==> src/hdl/csd_pkg.sv <==
`default_nettype none

package csd_pkg;

  localparam int unsigned CODE_W = 5;
  localparam int unsigned DATA_W = 8;

  // select codes
  localparam logic [4:0] CODE_ROM       = 5'h00;
  localparam logic [4:0] CODE_KBD       = 5'h01;
  localparam logic [4:0] CODE_COPROC    = 5'h02;
  localparam logic [4:0] CODE_PWR0      = 5'h03;
  localparam logic [4:0] CODE_KBD_ACK   = 5'h04;
  localparam logic [4:0] CODE_RTC_ALE   = 5'h05;
  localparam logic [4:0] CODE_RTC_WR    = 5'h06;
  localparam logic [4:0] CODE_RTC_RD    = 5'h07;
  localparam logic [4:0] CODE_FLP_OUT   = 5'h08;
  localparam logic [4:0] CODE_FLP_CS    = 5'h09;
  localparam logic [4:0] CODE_FLP_CTL   = 5'h0A;
  localparam logic [4:0] CODE_FLP_IDE1  = 5'h0B;
  localparam logic [4:0] CODE_IDE0      = 5'h0C;
  localparam logic [4:0] CODE_IDE1      = 5'h0D;
  localparam logic [4:0] CODE_SER_A     = 5'h0E;
  localparam logic [4:0] CODE_PAR       = 5'h0F;
  localparam logic [4:0] CODE_SER_B     = 5'h10;
  localparam logic [4:0] CODE_PROG      = 5'h11;
  localparam logic [4:0] CODE_XMEM      = 5'h14;
  localparam logic [4:0] CODE_SUSP_IN   = 5'h15;
  localparam logic [4:0] CODE_SUSP_OUT  = 5'h16;
  localparam logic [4:0] CODE_PWR1      = 5'h17;

  // bit positions in the select vector
  localparam int unsigned SEL_ROM      = 0;
  localparam int unsigned SEL_KBD      = 1;
  localparam int unsigned SEL_COPROC   = 2;
  localparam int unsigned SEL_PWR0     = 3;
  localparam int unsigned SEL_PWR1     = 4;
  localparam int unsigned SEL_KBD_ACK  = 5;
  localparam int unsigned SEL_RTC_ALE  = 6;
  localparam int unsigned SEL_RTC_WR   = 7;
  localparam int unsigned SEL_RTC_RD   = 8;
  localparam int unsigned SEL_FLP_OUT  = 9;
  localparam int unsigned SEL_FLP_CS   = 10;
  localparam int unsigned SEL_FLP_CTL  = 11;
  localparam int unsigned SEL_IDE_LO   = 12;
  localparam int unsigned SEL_IDE_HI   = 13;
  localparam int unsigned SEL_IDE_CS0  = 14;
  localparam int unsigned SEL_IDE_CS1  = 15;
  localparam int unsigned SEL_SER_A    = 16;
  localparam int unsigned SEL_SER_B    = 17;
  localparam int unsigned SEL_PAR      = 18;
  localparam int unsigned SEL_PROG     = 19;
  localparam int unsigned SEL_XMEM     = 20;
  localparam int unsigned SEL_N        = 21;

  // synchroniser lanes
  localparam int unsigned PIN_CODE     = 0;
  localparam int unsigned PIN_EN_N     = 5;
  localparam int unsigned PIN_DACK     = 6;
  localparam int unsigned PIN_IOW_N    = 7;
  localparam int unsigned PIN_IOR_N    = 8;
  localparam int unsigned PIN_A0       = 9;
  localparam int unsigned PIN_ALE      = 10;
  localparam int unsigned PIN_N        = 11;

  // pins at rest: enable, write and read strobes high, so reset shows no request
  localparam logic [10:0] PIN_IDLE     = 11'h1A0;

  // timing
  localparam int unsigned CLK_PERIOD_NS      = 50;
  localparam int unsigned REFRESH_PULSE_NS   = 1000;
  localparam int unsigned REFRESH_PERIOD_PS  = 15260000;
  localparam int unsigned REFRESH_PULSE_CYC  = (REFRESH_PULSE_NS + CLK_PERIOD_NS - 1) / CLK_PERIOD_NS;
  localparam int unsigned REFRESH_PERIOD_CYC = REFRESH_PERIOD_PS / (CLK_PERIOD_NS * 1000);
  localparam int unsigned REFRESH_CNT_W      = 9;

  // slow companion clock: phase accumulator, carry toggles the output
  localparam longint unsigned SLOW_CLK_HZ = 32768;
  localparam int unsigned     NCO_W       = 24;
  localparam longint unsigned NCO_INC_L   = (2 * SLOW_CLK_HZ * (64'd1 << NCO_W)) / (1000000000 / CLK_PERIOD_NS);
  localparam logic [23:0]     NCO_INC     = NCO_INC_L[23:0];

  localparam logic [7:0] STATUS_IDLE = 8'h00;

  typedef enum logic {MODE_RUN, MODE_SUSPEND} mode_t;

endpackage

`default_nettype wire

==> src/hdl/chip_select_code_decoder.sv <==
`timescale 1ns/1ns
`default_nettype none

module chip_select_code_decoder
(
  input  wire logic                        clk,
  input  wire logic                        nrst,
  input  wire logic [csd_pkg::CODE_W-1:0]  select_code_lines,
  input  wire logic                        decode_enable_n,
  input  wire logic                        dma_ack_gate,
  input  wire logic                        iow_n,
  input  wire logic                        ior_n,
  input  wire logic                        addr_a0,
  input  wire logic                        bale,
  input  wire logic                        bale_in_use,
  output logic                             bios_rom_output_enable,
  output logic                             kbd_ctrl_select,
  output logic                             math_coproc_select,
  output logic                             power_unit0_write_strobe,
  output logic                             power_unit1_write_strobe,
  output logic                             kbd_proc_ack,
  output logic                             rtc_addr_latch_enable,
  output logic                             rtc_write_strobe,
  output logic                             rtc_read_strobe,
  output logic                             floppy_output_reg_select,
  output logic                             floppy_chip_select,
  output logic                             floppy_control_reg_select,
  output logic                             ide_low_buffer_enable,
  output logic                             ide_high_buffer_enable,
  output logic                             ide_card_select_zero,
  output logic                             ide_card_select_one,
  output logic                             serial_a_select,
  output logic                             serial_b_select,
  output logic                             parallel_port_select,
  output logic                             programmable_select,
  output logic                             expanded_mem_select,
  output logic                             fast_clock_enable,
  output logic                             suspend_active,
  output logic                             companion_clock_out,
  output logic                             suspend_refresh_pulse,
  output logic [csd_pkg::DATA_W-1:0]       host_data_bus_out,
  output logic                             host_data_bus_oe
);
  import csd_pkg::*;

  // ----------------------------------------------------------------
  // pin synchronisers
  // ----------------------------------------------------------------
  logic [PIN_N-1:0]   pins;
  logic [PIN_N-1:0]   meta_q;
  logic [PIN_N-1:0]   sync_q;

  assign pins = {bale, addr_a0, ior_n, iow_n, dma_ack_gate, decode_enable_n, select_code_lines};

  always_ff @(posedge clk or negedge nrst)
  begin
    if (!nrst)
    begin
      meta_q <= PIN_IDLE;
      sync_q <= PIN_IDLE;
    end
    else
    begin
      meta_q <= pins;
      sync_q <= meta_q;
    end
  end

  logic [CODE_W-1:0]  code_live;
  logic               enabled;
  logic               iow_low;
  logic               ior_low;

  assign code_live = sync_q[PIN_CODE +: CODE_W];
  assign enabled   = !sync_q[PIN_EN_N] && !sync_q[PIN_DACK];
  assign iow_low   = !sync_q[PIN_IOW_N];
  assign ior_low   = !sync_q[PIN_IOR_N];

  // ----------------------------------------------------------------
  // address-latch capture of the code lines
  // ----------------------------------------------------------------
  logic [CODE_W-1:0]  code_lat_q;
  logic [CODE_W-1:0]  code_eff;

  always_ff @(posedge clk or negedge nrst)
  begin
    if (!nrst)
      code_lat_q <= {CODE_W{1'b0}};
    else if (sync_q[PIN_ALE])
      code_lat_q <= code_live;
  end

  // transparent while the strobe is high, held after it falls
  assign code_eff = (bale_in_use && !sync_q[PIN_ALE]) ? code_lat_q : code_live;

  // ----------------------------------------------------------------
  // companion clock
  // ----------------------------------------------------------------
  mode_t              mode_q;
  logic               cclk_q;
  logic [NCO_W-1:0]   nco_q;
  logic [NCO_W:0]     nco_sum;
  logic               cclk_toggle;
  logic               cclk_fall;

  assign nco_sum     = {1'b0, nco_q} + {1'b0, NCO_INC};
  assign cclk_toggle = (mode_q == MODE_SUSPEND) ? nco_sum[NCO_W] : 1'b1;
  assign cclk_fall   = cclk_q && cclk_toggle;

  always_ff @(posedge clk or negedge nrst)
  begin
    if (!nrst)
    begin
      cclk_q <= 1'b0;
      nco_q  <= {NCO_W{1'b0}};
    end
    else
    begin
      if (cclk_toggle)
        cclk_q <= !cclk_q;
      if (mode_q == MODE_SUSPEND)
        nco_q <= nco_sum[NCO_W-1:0];
      else
        nco_q <= {NCO_W{1'b0}};
    end
  end

  // ----------------------------------------------------------------
  // suspend entry and exit
  // ----------------------------------------------------------------
  logic               enter_req;
  logic               exit_req;

  assign enter_req = cclk_fall && enabled && iow_low && (code_eff == CODE_SUSP_IN);
  assign exit_req  = cclk_fall && (code_eff == CODE_SUSP_OUT);

  always_ff @(posedge clk or negedge nrst)
  begin
    if (!nrst)
      mode_q <= MODE_RUN;
    else
    begin
      case (mode_q)
        MODE_RUN:
          if (enter_req)
            mode_q <= MODE_SUSPEND;
        MODE_SUSPEND:
          if (exit_req)
            mode_q <= MODE_RUN;
        default:
          mode_q <= MODE_RUN;
      endcase
    end
  end

  // ----------------------------------------------------------------
  // refresh pulse in suspend
  // ----------------------------------------------------------------
  logic [REFRESH_CNT_W-1:0] ref_cnt_q;
  logic                     refresh_q;

  always_ff @(posedge clk or negedge nrst)
  begin
    if (!nrst)
    begin
      ref_cnt_q <= {REFRESH_CNT_W{1'b0}};
      refresh_q <= 1'b0;
    end
    else if (mode_q == MODE_SUSPEND)
    begin
      if (ref_cnt_q == REFRESH_CNT_W'(REFRESH_PERIOD_CYC - 1))
        ref_cnt_q <= {REFRESH_CNT_W{1'b0}};
      else
        ref_cnt_q <= ref_cnt_q + 1'b1;
      refresh_q <= (ref_cnt_q < REFRESH_CNT_W'(REFRESH_PULSE_CYC));
    end
    else
    begin
      ref_cnt_q <= {REFRESH_CNT_W{1'b0}};
      refresh_q <= 1'b0;
    end
  end

  // ----------------------------------------------------------------
  // code decoder
  // ----------------------------------------------------------------
  logic [SEL_N-1:0]   sel_d;
  logic [SEL_N-1:0]   sel_q;

  always_comb
  begin
    sel_d = {SEL_N{1'b0}};
    if (enabled)
    begin
      case (code_eff)
        CODE_ROM:      sel_d[SEL_ROM] = 1'b1;
        CODE_KBD:      sel_d[SEL_KBD] = 1'b1;
        CODE_COPROC:   sel_d[SEL_COPROC] = 1'b1;
        CODE_PWR0:     sel_d[SEL_PWR0] = 1'b1;
        CODE_PWR1:     sel_d[SEL_PWR1] = 1'b1;
        CODE_KBD_ACK:  sel_d[SEL_KBD_ACK] = 1'b1;
        CODE_RTC_ALE:  sel_d[SEL_RTC_ALE] = 1'b1;
        CODE_RTC_WR:   sel_d[SEL_RTC_WR] = iow_low;
        CODE_RTC_RD:   sel_d[SEL_RTC_RD] = ior_low;
        CODE_FLP_OUT:  sel_d[SEL_FLP_OUT] = 1'b1;
        CODE_FLP_CS:   sel_d[SEL_FLP_CS] = 1'b1;
        CODE_FLP_CTL:  sel_d[SEL_FLP_CTL] = 1'b1;
        CODE_FLP_IDE1:
        begin
          sel_d[SEL_FLP_CTL] = 1'b1;
          sel_d[SEL_IDE_LO]  = 1'b1;
          sel_d[SEL_IDE_CS1] = 1'b1;
        end
        CODE_IDE0:
        begin
          sel_d[SEL_IDE_LO]  = 1'b1;
          sel_d[SEL_IDE_CS0] = 1'b1;
          sel_d[SEL_IDE_HI]  = !sync_q[PIN_A0];
        end
        CODE_IDE1:
        begin
          sel_d[SEL_IDE_LO]  = 1'b1;
          sel_d[SEL_IDE_CS1] = 1'b1;
        end
        CODE_SER_A:    sel_d[SEL_SER_A] = 1'b1;
        CODE_PAR:      sel_d[SEL_PAR] = 1'b1;
        CODE_SER_B:    sel_d[SEL_SER_B] = 1'b1;
        CODE_PROG:     sel_d[SEL_PROG] = 1'b1;
        CODE_XMEM:     sel_d[SEL_XMEM] = 1'b1;
        default:       sel_d = {SEL_N{1'b0}};
      endcase
    end
    if (mode_q == MODE_SUSPEND)
    begin
      sel_d[SEL_SER_A] = 1'b1;
      sel_d[SEL_SER_B] = 1'b1;
      sel_d[SEL_PAR]   = 1'b1;
    end
  end

  // registered every cycle so a select drops one edge after its cause
  always_ff @(posedge clk or negedge nrst)
  begin
    if (!nrst)
      sel_q <= {SEL_N{1'b0}};
    else
      sel_q <= sel_d;
  end

  // ----------------------------------------------------------------
  // host data bus: status byte during an RTC read access only
  // ----------------------------------------------------------------
  logic               bus_oe_q;
  logic [DATA_W-1:0]  bus_out_q;

  always_ff @(posedge clk or negedge nrst)
  begin
    if (!nrst)
    begin
      bus_oe_q  <= 1'b0;
      bus_out_q <= STATUS_IDLE;
    end
    else
    begin
      bus_oe_q  <= sel_d[SEL_RTC_RD];
      bus_out_q <= sel_d[SEL_RTC_RD] ? {STATUS_IDLE[DATA_W-1:1], mode_q == MODE_SUSPEND} : STATUS_IDLE;
    end
  end

  // ----------------------------------------------------------------
  // outputs
  // ----------------------------------------------------------------
  assign bios_rom_output_enable    = sel_q[SEL_ROM];
  assign kbd_ctrl_select           = sel_q[SEL_KBD];
  assign math_coproc_select        = sel_q[SEL_COPROC];
  assign power_unit0_write_strobe  = sel_q[SEL_PWR0];
  assign power_unit1_write_strobe  = sel_q[SEL_PWR1];
  assign kbd_proc_ack              = sel_q[SEL_KBD_ACK];
  assign rtc_addr_latch_enable     = sel_q[SEL_RTC_ALE];
  assign rtc_write_strobe          = sel_q[SEL_RTC_WR];
  assign rtc_read_strobe           = sel_q[SEL_RTC_RD];
  assign floppy_output_reg_select  = sel_q[SEL_FLP_OUT];
  assign floppy_chip_select        = sel_q[SEL_FLP_CS];
  assign floppy_control_reg_select = sel_q[SEL_FLP_CTL];
  assign ide_low_buffer_enable     = sel_q[SEL_IDE_LO];
  assign ide_high_buffer_enable    = sel_q[SEL_IDE_HI];
  assign ide_card_select_zero      = sel_q[SEL_IDE_CS0];
  assign ide_card_select_one       = sel_q[SEL_IDE_CS1];
  assign serial_a_select           = sel_q[SEL_SER_A];
  assign serial_b_select           = sel_q[SEL_SER_B];
  assign parallel_port_select      = sel_q[SEL_PAR];
  assign programmable_select       = sel_q[SEL_PROG];
  assign expanded_mem_select       = sel_q[SEL_XMEM];
  assign suspend_active            = (mode_q == MODE_SUSPEND);
  assign fast_clock_enable         = (mode_q == MODE_RUN);
  assign companion_clock_out       = cclk_q;
  assign suspend_refresh_pulse     = refresh_q;
  assign host_data_bus_out         = bus_out_q;
  assign host_data_bus_oe          = bus_oe_q;
endmodule // chip_select_code_decoder

`default_nettype wire

==> config.mk <==
export PLATFORM = sky130hd
export DESIGN_NAME = chip_select_code_decoder
export DESIGN_NICKNAME = d
export VERILOG_FILES = /design/src/hdl/csd_pkg.sv /design/src/hdl/chip_select_code_decoder.sv
export SDC_FILE = /design/constraint.sdc
export NUM_CORES = 1
export LEC_CHECK = 0
export ABC_CLOCK_PERIOD_IN_PS = 2200
export CAP_MARGIN = 20
export CORE_UTILIZATION = 30
export CTS_BUF_LIST = sky130_fd_sc_hd__clkbuf_16
export DETAILED_ROUTE_END_ITERATION = 10
export DONT_BUFFER_PORTS = 1
export PLACE_DENSITY_LB_ADDON = 0.05
export SLEW_MARGIN = 20
export SYNTH_ARGS = -nofsm -noshare
export SYNTH_HDL_FRONTEND = slang
export SYNTH_SLANG_ARGS = --single-unit
export TNS_END_PERCENT = 20
==> constraint.sdc <==
create_clock -name clk -period 2.2 [get_ports clk]
set_input_delay 0.11 -clock clk [delete_from_list [all_inputs] [get_ports clk]]
set_output_delay 0.11 -clock clk [all_outputs]
set_load 0.005 [all_outputs]
==> results_dict.tcl, run 1 <==
set metrics [dict create \
    finalNetCount 368 \
    clkTransAtPathRegs_ps 60 \
    maxSlewViolCount 0 \
    placed_cells 470 \
    worstPathRequired_ps 2450 \
    io_buffer_count 0 \
    synthTopCellsByCount "dfrtp_1, nor2_1, nand2_1" \
    drcViolationCount 0 \
    timing.rr.start "code_lat_q[3]" \
    ys_ff_latch 85 \
    critical_path_class "reg -> reg" \
    reg2regPathDepth 5 \
    critical_path.top_delay_family "simple AND/OR/NAND/NOR gates" \
    dp_hpwl_mm 4.80 \
    synth_cells 325 \
    period_share_pct 92.4 \
    routed_wl_mm 7.18 \
    cp.arrival_ps 2280 \
    ant_nets 0 \
    path_max_fanout 5 \
    rsz0062_at_grt "no" \
    hold_depth 4 \
    clockBufferDepth 2 \
    vias_per_cell 4.69 \
    syn-cell-area_um2 3560 \
    async_flop_share_pct 100 \
    hold_path_startpoint "bale_in_use" \
    clock_latency_ps 330 \
    gp_congestion 0.757 \
    multiInputGateArea_um2 1300 \
    seqCellArea_um2 2130 \
    ir_drop_uv 440 \
    hold_viol_final 0 \
    cts.sinks 85 \
    dr.pass1.iters 4 \
    cts_buffers 9 \
    cts_max_level 3 \
    die_area_um2 12300 \
    cts_tree "yes" \
    die_width_um 111 \
    die_h_um 111 \
    io_pins 48 \
    min_to "sel_q[9]" \
    wl_per_cell_um 14.4 \
    root_buffer "clkbuf_16" \
    place_area_um2 3760 \
    synth-edff-count 0 \
    synth_most_common_cell "dfrtp_1" \
    core_area_um2 11500 \
    drive_gt1_share_pct 14.0 \
    n_fill_cell 1122 \
    worstHoldPathType "in -> reg" \
    n_antenna_cell 0 \
    setup_violations 0 \
    period_needed_ps 2030 \
    final_cell_area_um2 4180 \
    drtIter0Drc 108 \
    synth.area.top_cells "dfrtp_1, dfstp_2, nor2_1" \
    synthFlopType "dfrtp_1" \
    grt_pass1_wl_mm 12.3 \
    yosysWarnings 0 \
    slew_headroom_pct 55.2 \
    synth_top_area_cell "dfrtp_1" \
    cts_setup_buffers 0 \
    start_util_pct 31.0 \
    status "finished, final reports clean" \
    final_cell_count_no_fill 499 \
    max_stage_delay_ps 480 \
    whs_ps 252 \
    fp-row-count 39 \
    skew_ps 8.01 \
    cp_num_buf_inv 0 \
    r2r_slack_ps 170 \
    syn-mean-instance-area_um2 10.9 \
    grt.overflow.total 0 \
    route.vias.total 2340 \
    reg2reg_to "suspend_active" \
    yosysUniqueCellTypes 49 \
    endpoint_kind "register" \
    tightest_slew_ps 668 \
    path_cells "and4bb_2 > a31o_4 > or4b_4 > or4b_1 > a22oi_1" \
    tns_ps 0 \
    power.density_nw_per_um2 743 \
    area_growth_pct 17.4 \
    cellLeakagePower_nw 1.82 \
    synth_top_area_share_pct 55.6 \
    crit_slowest_cell "or4b_4" \
    grt_pass1_vias 2394 \
    yosysSeqAreaShare_pct 60.0 \
    grt_max_degree 86 \
    fmax_mhz 492 \
    grt_util_all_layers_pct 12.9 \
    antenna_found_initial 0 \
    maxCapViolations 0 \
    cp-start-kind "register" \
]
-- area by class of cell --
type | count | share of cell area, %
Clock buffer | 9 | 5.39
Clock inverter | 7 | 1.05
Inverter | 12 | 1.08
Multi-Input combinational cell | 216 | 31.1
Sequential cell | 85 | 51.1
Tap cell | 143 | 4.28
Timing Repair Buffer | 27 | 6.05
-- power breakdown --
part           total, mW  internal, mW  leakage, nW  switching (mW)
sequential          1.63          1.60         1.03          0.0255
clock               1.35         0.757        0.127           0.595
combinational      0.123        0.0526        0.659          0.0707
-- cell families after synthesis --
group | Yosys count | share of synthesized area, %
and+or+nand+nor | 127 | 17.9
DFF | 85 | 60.0
AOI/OAI and AO/OA | 51 | 9.21
buffers and inverters | 30 | 4.32
xor gates and xnor gates | 17 | 4.18
muxes | 11 | 3.27
adders and majority gates | 3 | 1.05
other | 1 | 0.105
-- metal layers --
| metal | wire length, um | vias up | share of wire, % | global-route usage (%) |
|---|---|---|---|---|
| met5 | 0 | - | 0 | 0 |
| met4 | 144 | 0 | 2.0 | 6.67 |
| met3 | 247 | 10 | 3.4 | 3.12 |
| met2 | 3080 | 43 | 43 | 18.5 |
| met1 | 3710 | 1134 | 52 | 18.1 |
| li1 | - | 1153 | - | - |
-- what timing repair did --
action,CTS,global route
endpoints found under the setup margin,0,1
hold endpoints to repair,96,0
resized for setup,0,1
hold buffers,13,0
-- worst max path at each step --
stage	start	end	slack [ps]	cells past startpoint
after floorplan	nco_q[0]	nco_q[14]	90	7
after global placement	code_lat_q[3]	suspend_active	210	5
after detailed placement	code_lat_q[3]	suspend_active	180	5
after CTS	nco_q[0]	nco_q[14]	160	7
after global routing	code_lat_q[3]	suspend_active	20	5
final	code_lat_q[3]	suspend_active	170	5
-- through the flow --
| stage | worst slack (ps) | total power, mW | util (%) |
|---|---|---|---|
| floorplan | 92.7 | 1.71 | - |
| global placement | 215 | 1.73 | 32.8 |
| detailed placement | 175 | 1.73 | 32.8 |
| CTS | 159 | 3.17 | 36.4 |
| global route | 23.9 | 3.25 | 36.4 |
| finish | 168 | 3.10 | 36.4 |
-- tightest hold or removal path, stage by stage --
cell	delay, ps
nand2b_2	110
a2111oi_2	110
o21ai_0	160
nor2_1	60
-- flip-flops by register name (all words and copies together), names as in the netlist --
register and count:
nco_q 24, sel_q 21, meta_q 11, sync_q 11, ref_cnt_q 9, code_lat_q 5, companion_clock_out 1, host_data_bus_out 1
suspend_active 1, suspend_refresh_pulse 1
-- placed cells by master, fill, tap and decap left out, drive strengths merged, types with 7 or more instances in the layout --
| cell type | count |
|---|---|
| nor3 | 12 |
| xnor2 | 9 |
| xor2 | 8 |
| nand2 | 29 |
| o21ai | 17 |
| conb | 7 |
| nor2 | 40 |
| dfrtp | 79 |
| clkbuf | 9 |
| dlygate4sd3 | 12 |
| buf | 15 |
| inv | 14 |
| a21oi | 13 |
No activity file was read; power rests on OpenSTA's default activity.
==> run 2, diff against run 1 <==
--- a/config.mk
+++ b/config.mk
@@ -7,7 +7,7 @@
 export LEC_CHECK = 0
 export ABC_CLOCK_PERIOD_IN_PS = 2200
 export CAP_MARGIN = 20
-export CORE_UTILIZATION = 30
+export CORE_UTILIZATION = 55
 export CTS_BUF_LIST = sky130_fd_sc_hd__clkbuf_16
 export DETAILED_ROUTE_END_ITERATION = 10
 export DONT_BUFFER_PORTS = 1
==> run 2 against run 1 <==
Against the previous run: cell area is 2.4% lower; clock skew is 2.2 ps lower; die area fell by 45%; hold slack got worse by 18 ps; sequential power is essentially flat; wire length down 12%; largest cell class unchanged; combinational power decreased by 5%; first-iteration DRC count up 4.6%; sequential cell count unchanged; register-to-register slack is essentially flat; final cell count fell by 15%.
==> results_dict.tcl, run 2 (synthesis results as in run 1) <==
set metrics [dict create \
    ant_nets 0 \
    maxSlewViolCount 0 \
    period_share_pct 92.8 \
    top_register "nco_q" \
    grt_util_all_layers_pct 21.1 \
    fmax_mhz 490 \
    final_cell_mix "dfrtp_1, nor2_1, nand2_1" \
    largest_reg_flops 24 \
    slew_headroom_pct 56.2 \
    clkTransAtPathRegs_ps 60 \
    critical_path_class "reg -> reg" \
    root_buffer "clkbuf_16" \
    crit_slowest_cell "or4b_1" \
    clockBufferDepth 2 \
    die_h_um 82.4 \
    setup_violations 0 \
    gp_congestion 0.784 \
    grt_max_degree 86 \
    cellLeakagePower_nw 1.81 \
    wl_per_cell_um 14.8 \
    fp-row-count 28 \
    grt_pass1_vias 2184 \
    cts.sinks 85 \
    start_util_pct 58.4 \
    io_buffer_count 0 \
    io_pins 48 \
    layout_commonest_cell "dfrtp_1" \
    cts_tree "yes" \
    drtIter0Drc 113 \
    rsz0062_at_grt "no" \
    core_area_um2 6100 \
    met1_usage_pct 28.9 \
    cts_setup_buffers 0 \
    globalRouteMet2Util_pct 31.3 \
    skew_ps 5.81 \
    placed_cells 397 \
    endpoint_kind "register" \
    worstHoldPathType "in -> reg" \
    die_width_um 82.4 \
    area_growth_pct 14.6 \
    place_area_um2 3630 \
    drcViolationCount 0 \
    drive_gt1_share_pct 12.5 \
    layout_setup_ws_ps 158 \
    dp_hpwl_mm 4.11 \
    grt.met3_usage_pct 8.46 \
    finalNetCount 363 \
    status "finished, final reports clean" \
    path_cells "and4bb_2 > a31o_4 > or4b_4 > or4b_1 > a22oi_1" \
    period_needed_ps 2040 \
    cts_buffers 9 \
    maxCapViolations 0 \
    grt.overflow.total 0 \
    busiest_layer "met2" \
    p_total_mw 3.20 \
    route.vias.total 2329 \
    cp.arrival_ps 2290 \
    tightest_slew_ps 652 \
    clock_latency_ps 330 \
    worstPathRequired_ps 2450 \
    whs_ps 234 \
    die_area_um2 6800 \
    cts_max_level 3 \
    antenna_found_initial 0 \
    ir_drop_uv 798 \
    n_fill_cell 486 \
    cp-start-kind "register" \
    final_cell_count_no_fill 426 \
    utilization_pct 66.9 \
    hold_viol_final 0 \
    dr.pass1.iters 4 \
    routed_wl_mm 6.33 \
    n_antenna_cell 0 \
    path_max_fanout 5 \
    power.density_nw_per_um2 784 \
    tns_ps 0 \
    place_ws_ps 182 \
    vias_per_cell 5.47 \
    final_cell_area_um2 4080 \
    largestRegisters "nco_q: 24 flops, sel_q: 21 flops" \
    max_stage_delay_ps 480 \
    grt_pass1_wl_mm 10.5 \
]
## run 2: what timing repair did
action	in CTS	in global routing
resized for setup	0	1
setup endpoints to repair	0	1
hold buffers	13	0
endpoints found under the hold margin	96	0
## run 2: area by class of cell
| class | instances | area [um2] | area share, % |
|---|---|---|---|
| clock buffer | 9 | 225 | 5.52 |
| clock inverter | 7 | 66.3 | 1.63 |
| inverter | 12 | 45.0 | 1.10 |
| multi-input combinational | 216 | 1300 | 31.8 |
| sequential | 85 | 2130 | 52.3 |
| tap | 75 | 93.8 | 2.30 |
| timing repair buffer | 22 | 215 | 5.28 |
## run 2: routing by layer
layer	wire [um]	up-vias	part of all wire, %
met1	3140	1115	50
met3	390	4	6.2
met4	20	0	0.32
met5	0	-	0
met2	2770	63	44
li1	-	1147	-
## run 2: power by group
| group | switching [mW] | internal [mW] |
|---|---|---|
| logic | 0.0675 | 0.0493 |
| clock network | 0.583 | 0.872 |
| registers | 0.0252 | 1.60 |
## run 2: worst paths after layout
check,slack (ps),start,cells past startpoint,to
worst min register to register,350,meta_q[0],0,sync_q[0]
worst max-delay path,160,code_lat_q[3],5,suspend_active
max in group asynchronous,1500,nrst,2,meta_q[8]
worst min-delay path,230,bale_in_use,4,sel_q[9]
min in group asynchronous,360,nrst,2,sel_q[11]
worst max register to register,160,code_lat_q[3],5,suspend_active
## run 2: worst max-delay path, delay by kind of cell (launching register included)
| family | cells | cell delay [ps] |
|---|---|---|
| flops | 1 | 410 |
| simple gates | 3 | 1260 |
| compound gates | 2 | 290 |
==> run 3, diff against run 2 <==
--- a/config.mk
+++ b/config.mk
@@ -7,7 +7,8 @@
 export LEC_CHECK = 0
 export ABC_CLOCK_PERIOD_IN_PS = 2200
 export CAP_MARGIN = 20
-export CORE_UTILIZATION = 55
+export CORE_MARGIN = 3
+export CORE_UTILIZATION = 56
 export CTS_BUF_LIST = sky130_fd_sc_hd__clkbuf_16
 export DETAILED_ROUTE_END_ITERATION = 10
 export DONT_BUFFER_PORTS = 1
==> run 3 against run 2 <==
Against the previous run: combinational power hardly changed; cell area is 1.2% higher; total power is 4.5% higher; critical path depth stayed put; largest cell class unchanged; highest routed layer unchanged.
==> results_dict.tcl, run 3 (synthesis results as in run 1) <==
set metrics [dict create \
    slew_headroom_pct 56.8 \
    placed_cells 399 \
    clkTransAtPathRegs_ps 60 \
    busiest_layer "met2" \
    grt_pass1_wl_mm 10.7 \
    clock_latency_ps 330 \
    antenna_found_initial 0 \
    critical_path_class "reg -> reg" \
    grt_util_all_layers_pct 19.1 \
    maxCapViolations 0 \
    drtIter0Drc 112 \
    cts.sinks 85 \
    start_util_pct 59.1 \
    fp-row-count 28 \
    cts_buffers 9 \
    largestRegisters "nco_q: 24 flops, sel_q: 21 flops" \
    die_area_um2 7350 \
    period_share_pct 92.5 \
    cellLeakagePower_nw 1.83 \
    cp.arrival_ps 2290 \
    grt.met3_usage_pct 6.82 \
    grt.overflow.total 0 \
    vias_per_cell 5.52 \
    wl_per_cell_um 14.8 \
    io_pins 48 \
    layout_commonest_cell "dfrtp_1" \
    maxSlewViolCount 0 \
    n_fill_cell 431 \
    path_max_fanout 5 \
    cp-start-kind "register" \
    cts_tree "yes" \
    rsz0062_at_grt "no" \
    dr.pass1.iters 4 \
    crit_slowest_cell "or4b_4" \
    tns_ps 0 \
    fmax_mhz 491 \
    period_needed_ps 2030 \
    core_area_um2 6030 \
    worstHoldPathType "in -> reg" \
    power.density_nw_per_um2 810 \
    endpoint_kind "register" \
    final_cell_mix "dfrtp_1, nor2_1, nand2_1" \
    drcViolationCount 0 \
    met1_usage_pct 26.0 \
    finalNetCount 365 \
    largest_reg_flops 24 \
    clockBufferDepth 2 \
    top_register "nco_q" \
    grt_pass1_vias 2226 \
    final_cell_count_no_fill 428 \
    drive_gt1_share_pct 13.6 \
    hold_viol_final 0 \
    gp_congestion 0.805 \
    cts_max_level 3 \
    utilization_pct 68.5 \
    grt_max_degree 86 \
    ant_nets 0 \
    whs_ps 226 \
    routed_wl_mm 6.34 \
    ir_drop_uv 660 \
    n_antenna_cell 0 \
    die_h_um 85.7 \
    skew_ps 4.69 \
    area_growth_pct 15.9 \
    io_buffer_count 0 \
    root_buffer "clkbuf_16" \
    max_stage_delay_ps 470 \
    die_width_um 85.7 \
    tightest_slew_ps 639 \
    worstPathRequired_ps 2450 \
    route.vias.total 2362 \
    globalRouteMet2Util_pct 27.6 \
    path_cells "and4bb_2 > a31o_4 > or4b_4 > or4b_1 > a22oi_1" \
    setup_violations 0 \
    cts_setup_buffers 0 \
    status "finished, final reports clean" \
    dp_hpwl_mm 4.16 \
]
[run 3: cell count changes in the layout (fill, tap and decap cells not counted), sizes merged]
cell | before | now
clkinv | 3 | 2
bufinv | 1 | 2
inv | 14 | 13
buf | 10 | 12
clkinvlp | 1 | 2
[run 3: metal layers]
| layer | part of all wire (%) | wire (um) | vias to the layer above |
|---|---|---|---|
| met3 | 6.0 | 382 | 8 |
| li1 | - | - | 1152 |
| met4 | 1.5 | 96 | 0 |
| met2 | 45 | 2850 | 64 |
| met5 | 0 | 0 | - |
| met1 | 47 | 3010 | 1138 |
[run 3: per-stage QoR]
stage	total power [mW]	worst slack (ps)	instance area (um2)
6_report	3.34	165	4130
5_1_grt	3.47	64.2	4130
4_1_cts	3.38	160	4120
3_5_place_dp	1.72	186	3650
3_3_place_gp	1.72	208	3650
2_1_floorplan	1.71	92.7	3580
[run 3: cell type report]
class	instances	area, um2	share of cell area, %
repair buffers	24	230	5.58
well taps	75	93.8	2.27
inverters	12	45.0	1.09
clock buffers	9	225	5.46
flip-flops and latches	85	2130	51.7
clock inverters	7	98.8	2.40
multi-input cells	216	1300	31.5
[run 3: worst max-delay path: cells and delay by family, from the launching register on]
kind	cells	cell delay [ps]
compound gates	2	290
flops	1	410
simple gates	3	1260
[run 3: worst paths after layout]
path | cells after the start | startpoint | slack, ps | endpoint
max in group asynchronous | 2 | nrst | 1470 | meta_q[7]
worst max register to register | 5 | sync_q[10] | 170 | suspend_active
worst min-delay path | 4 | bale_in_use | 230 | sel_q[10]
worst max-delay path | 5 | sync_q[10] | 170 | suspend_active
worst min register to register | 0 | meta_q[2] | 350 | sync_q[2]
min in group asynchronous | 2 | nrst | 390 | suspend_active
[run 3: what timing repair did]
item / in CTS / in global routing
endpoints found under the setup margin: 0 / 1
resized for setup: 0 / 1
endpoints found under the hold margin: 96 / 0
hold buffers: 13 / 0
[run 3: where the power goes]
part	total (mW)	leakage, nW	switching (mW)	internal [mW]
registers	1.63	1.03	0.0250	1.60
logic	0.119	0.645	0.0682	0.0504
clock network	1.60	0.151	0.598	0.998
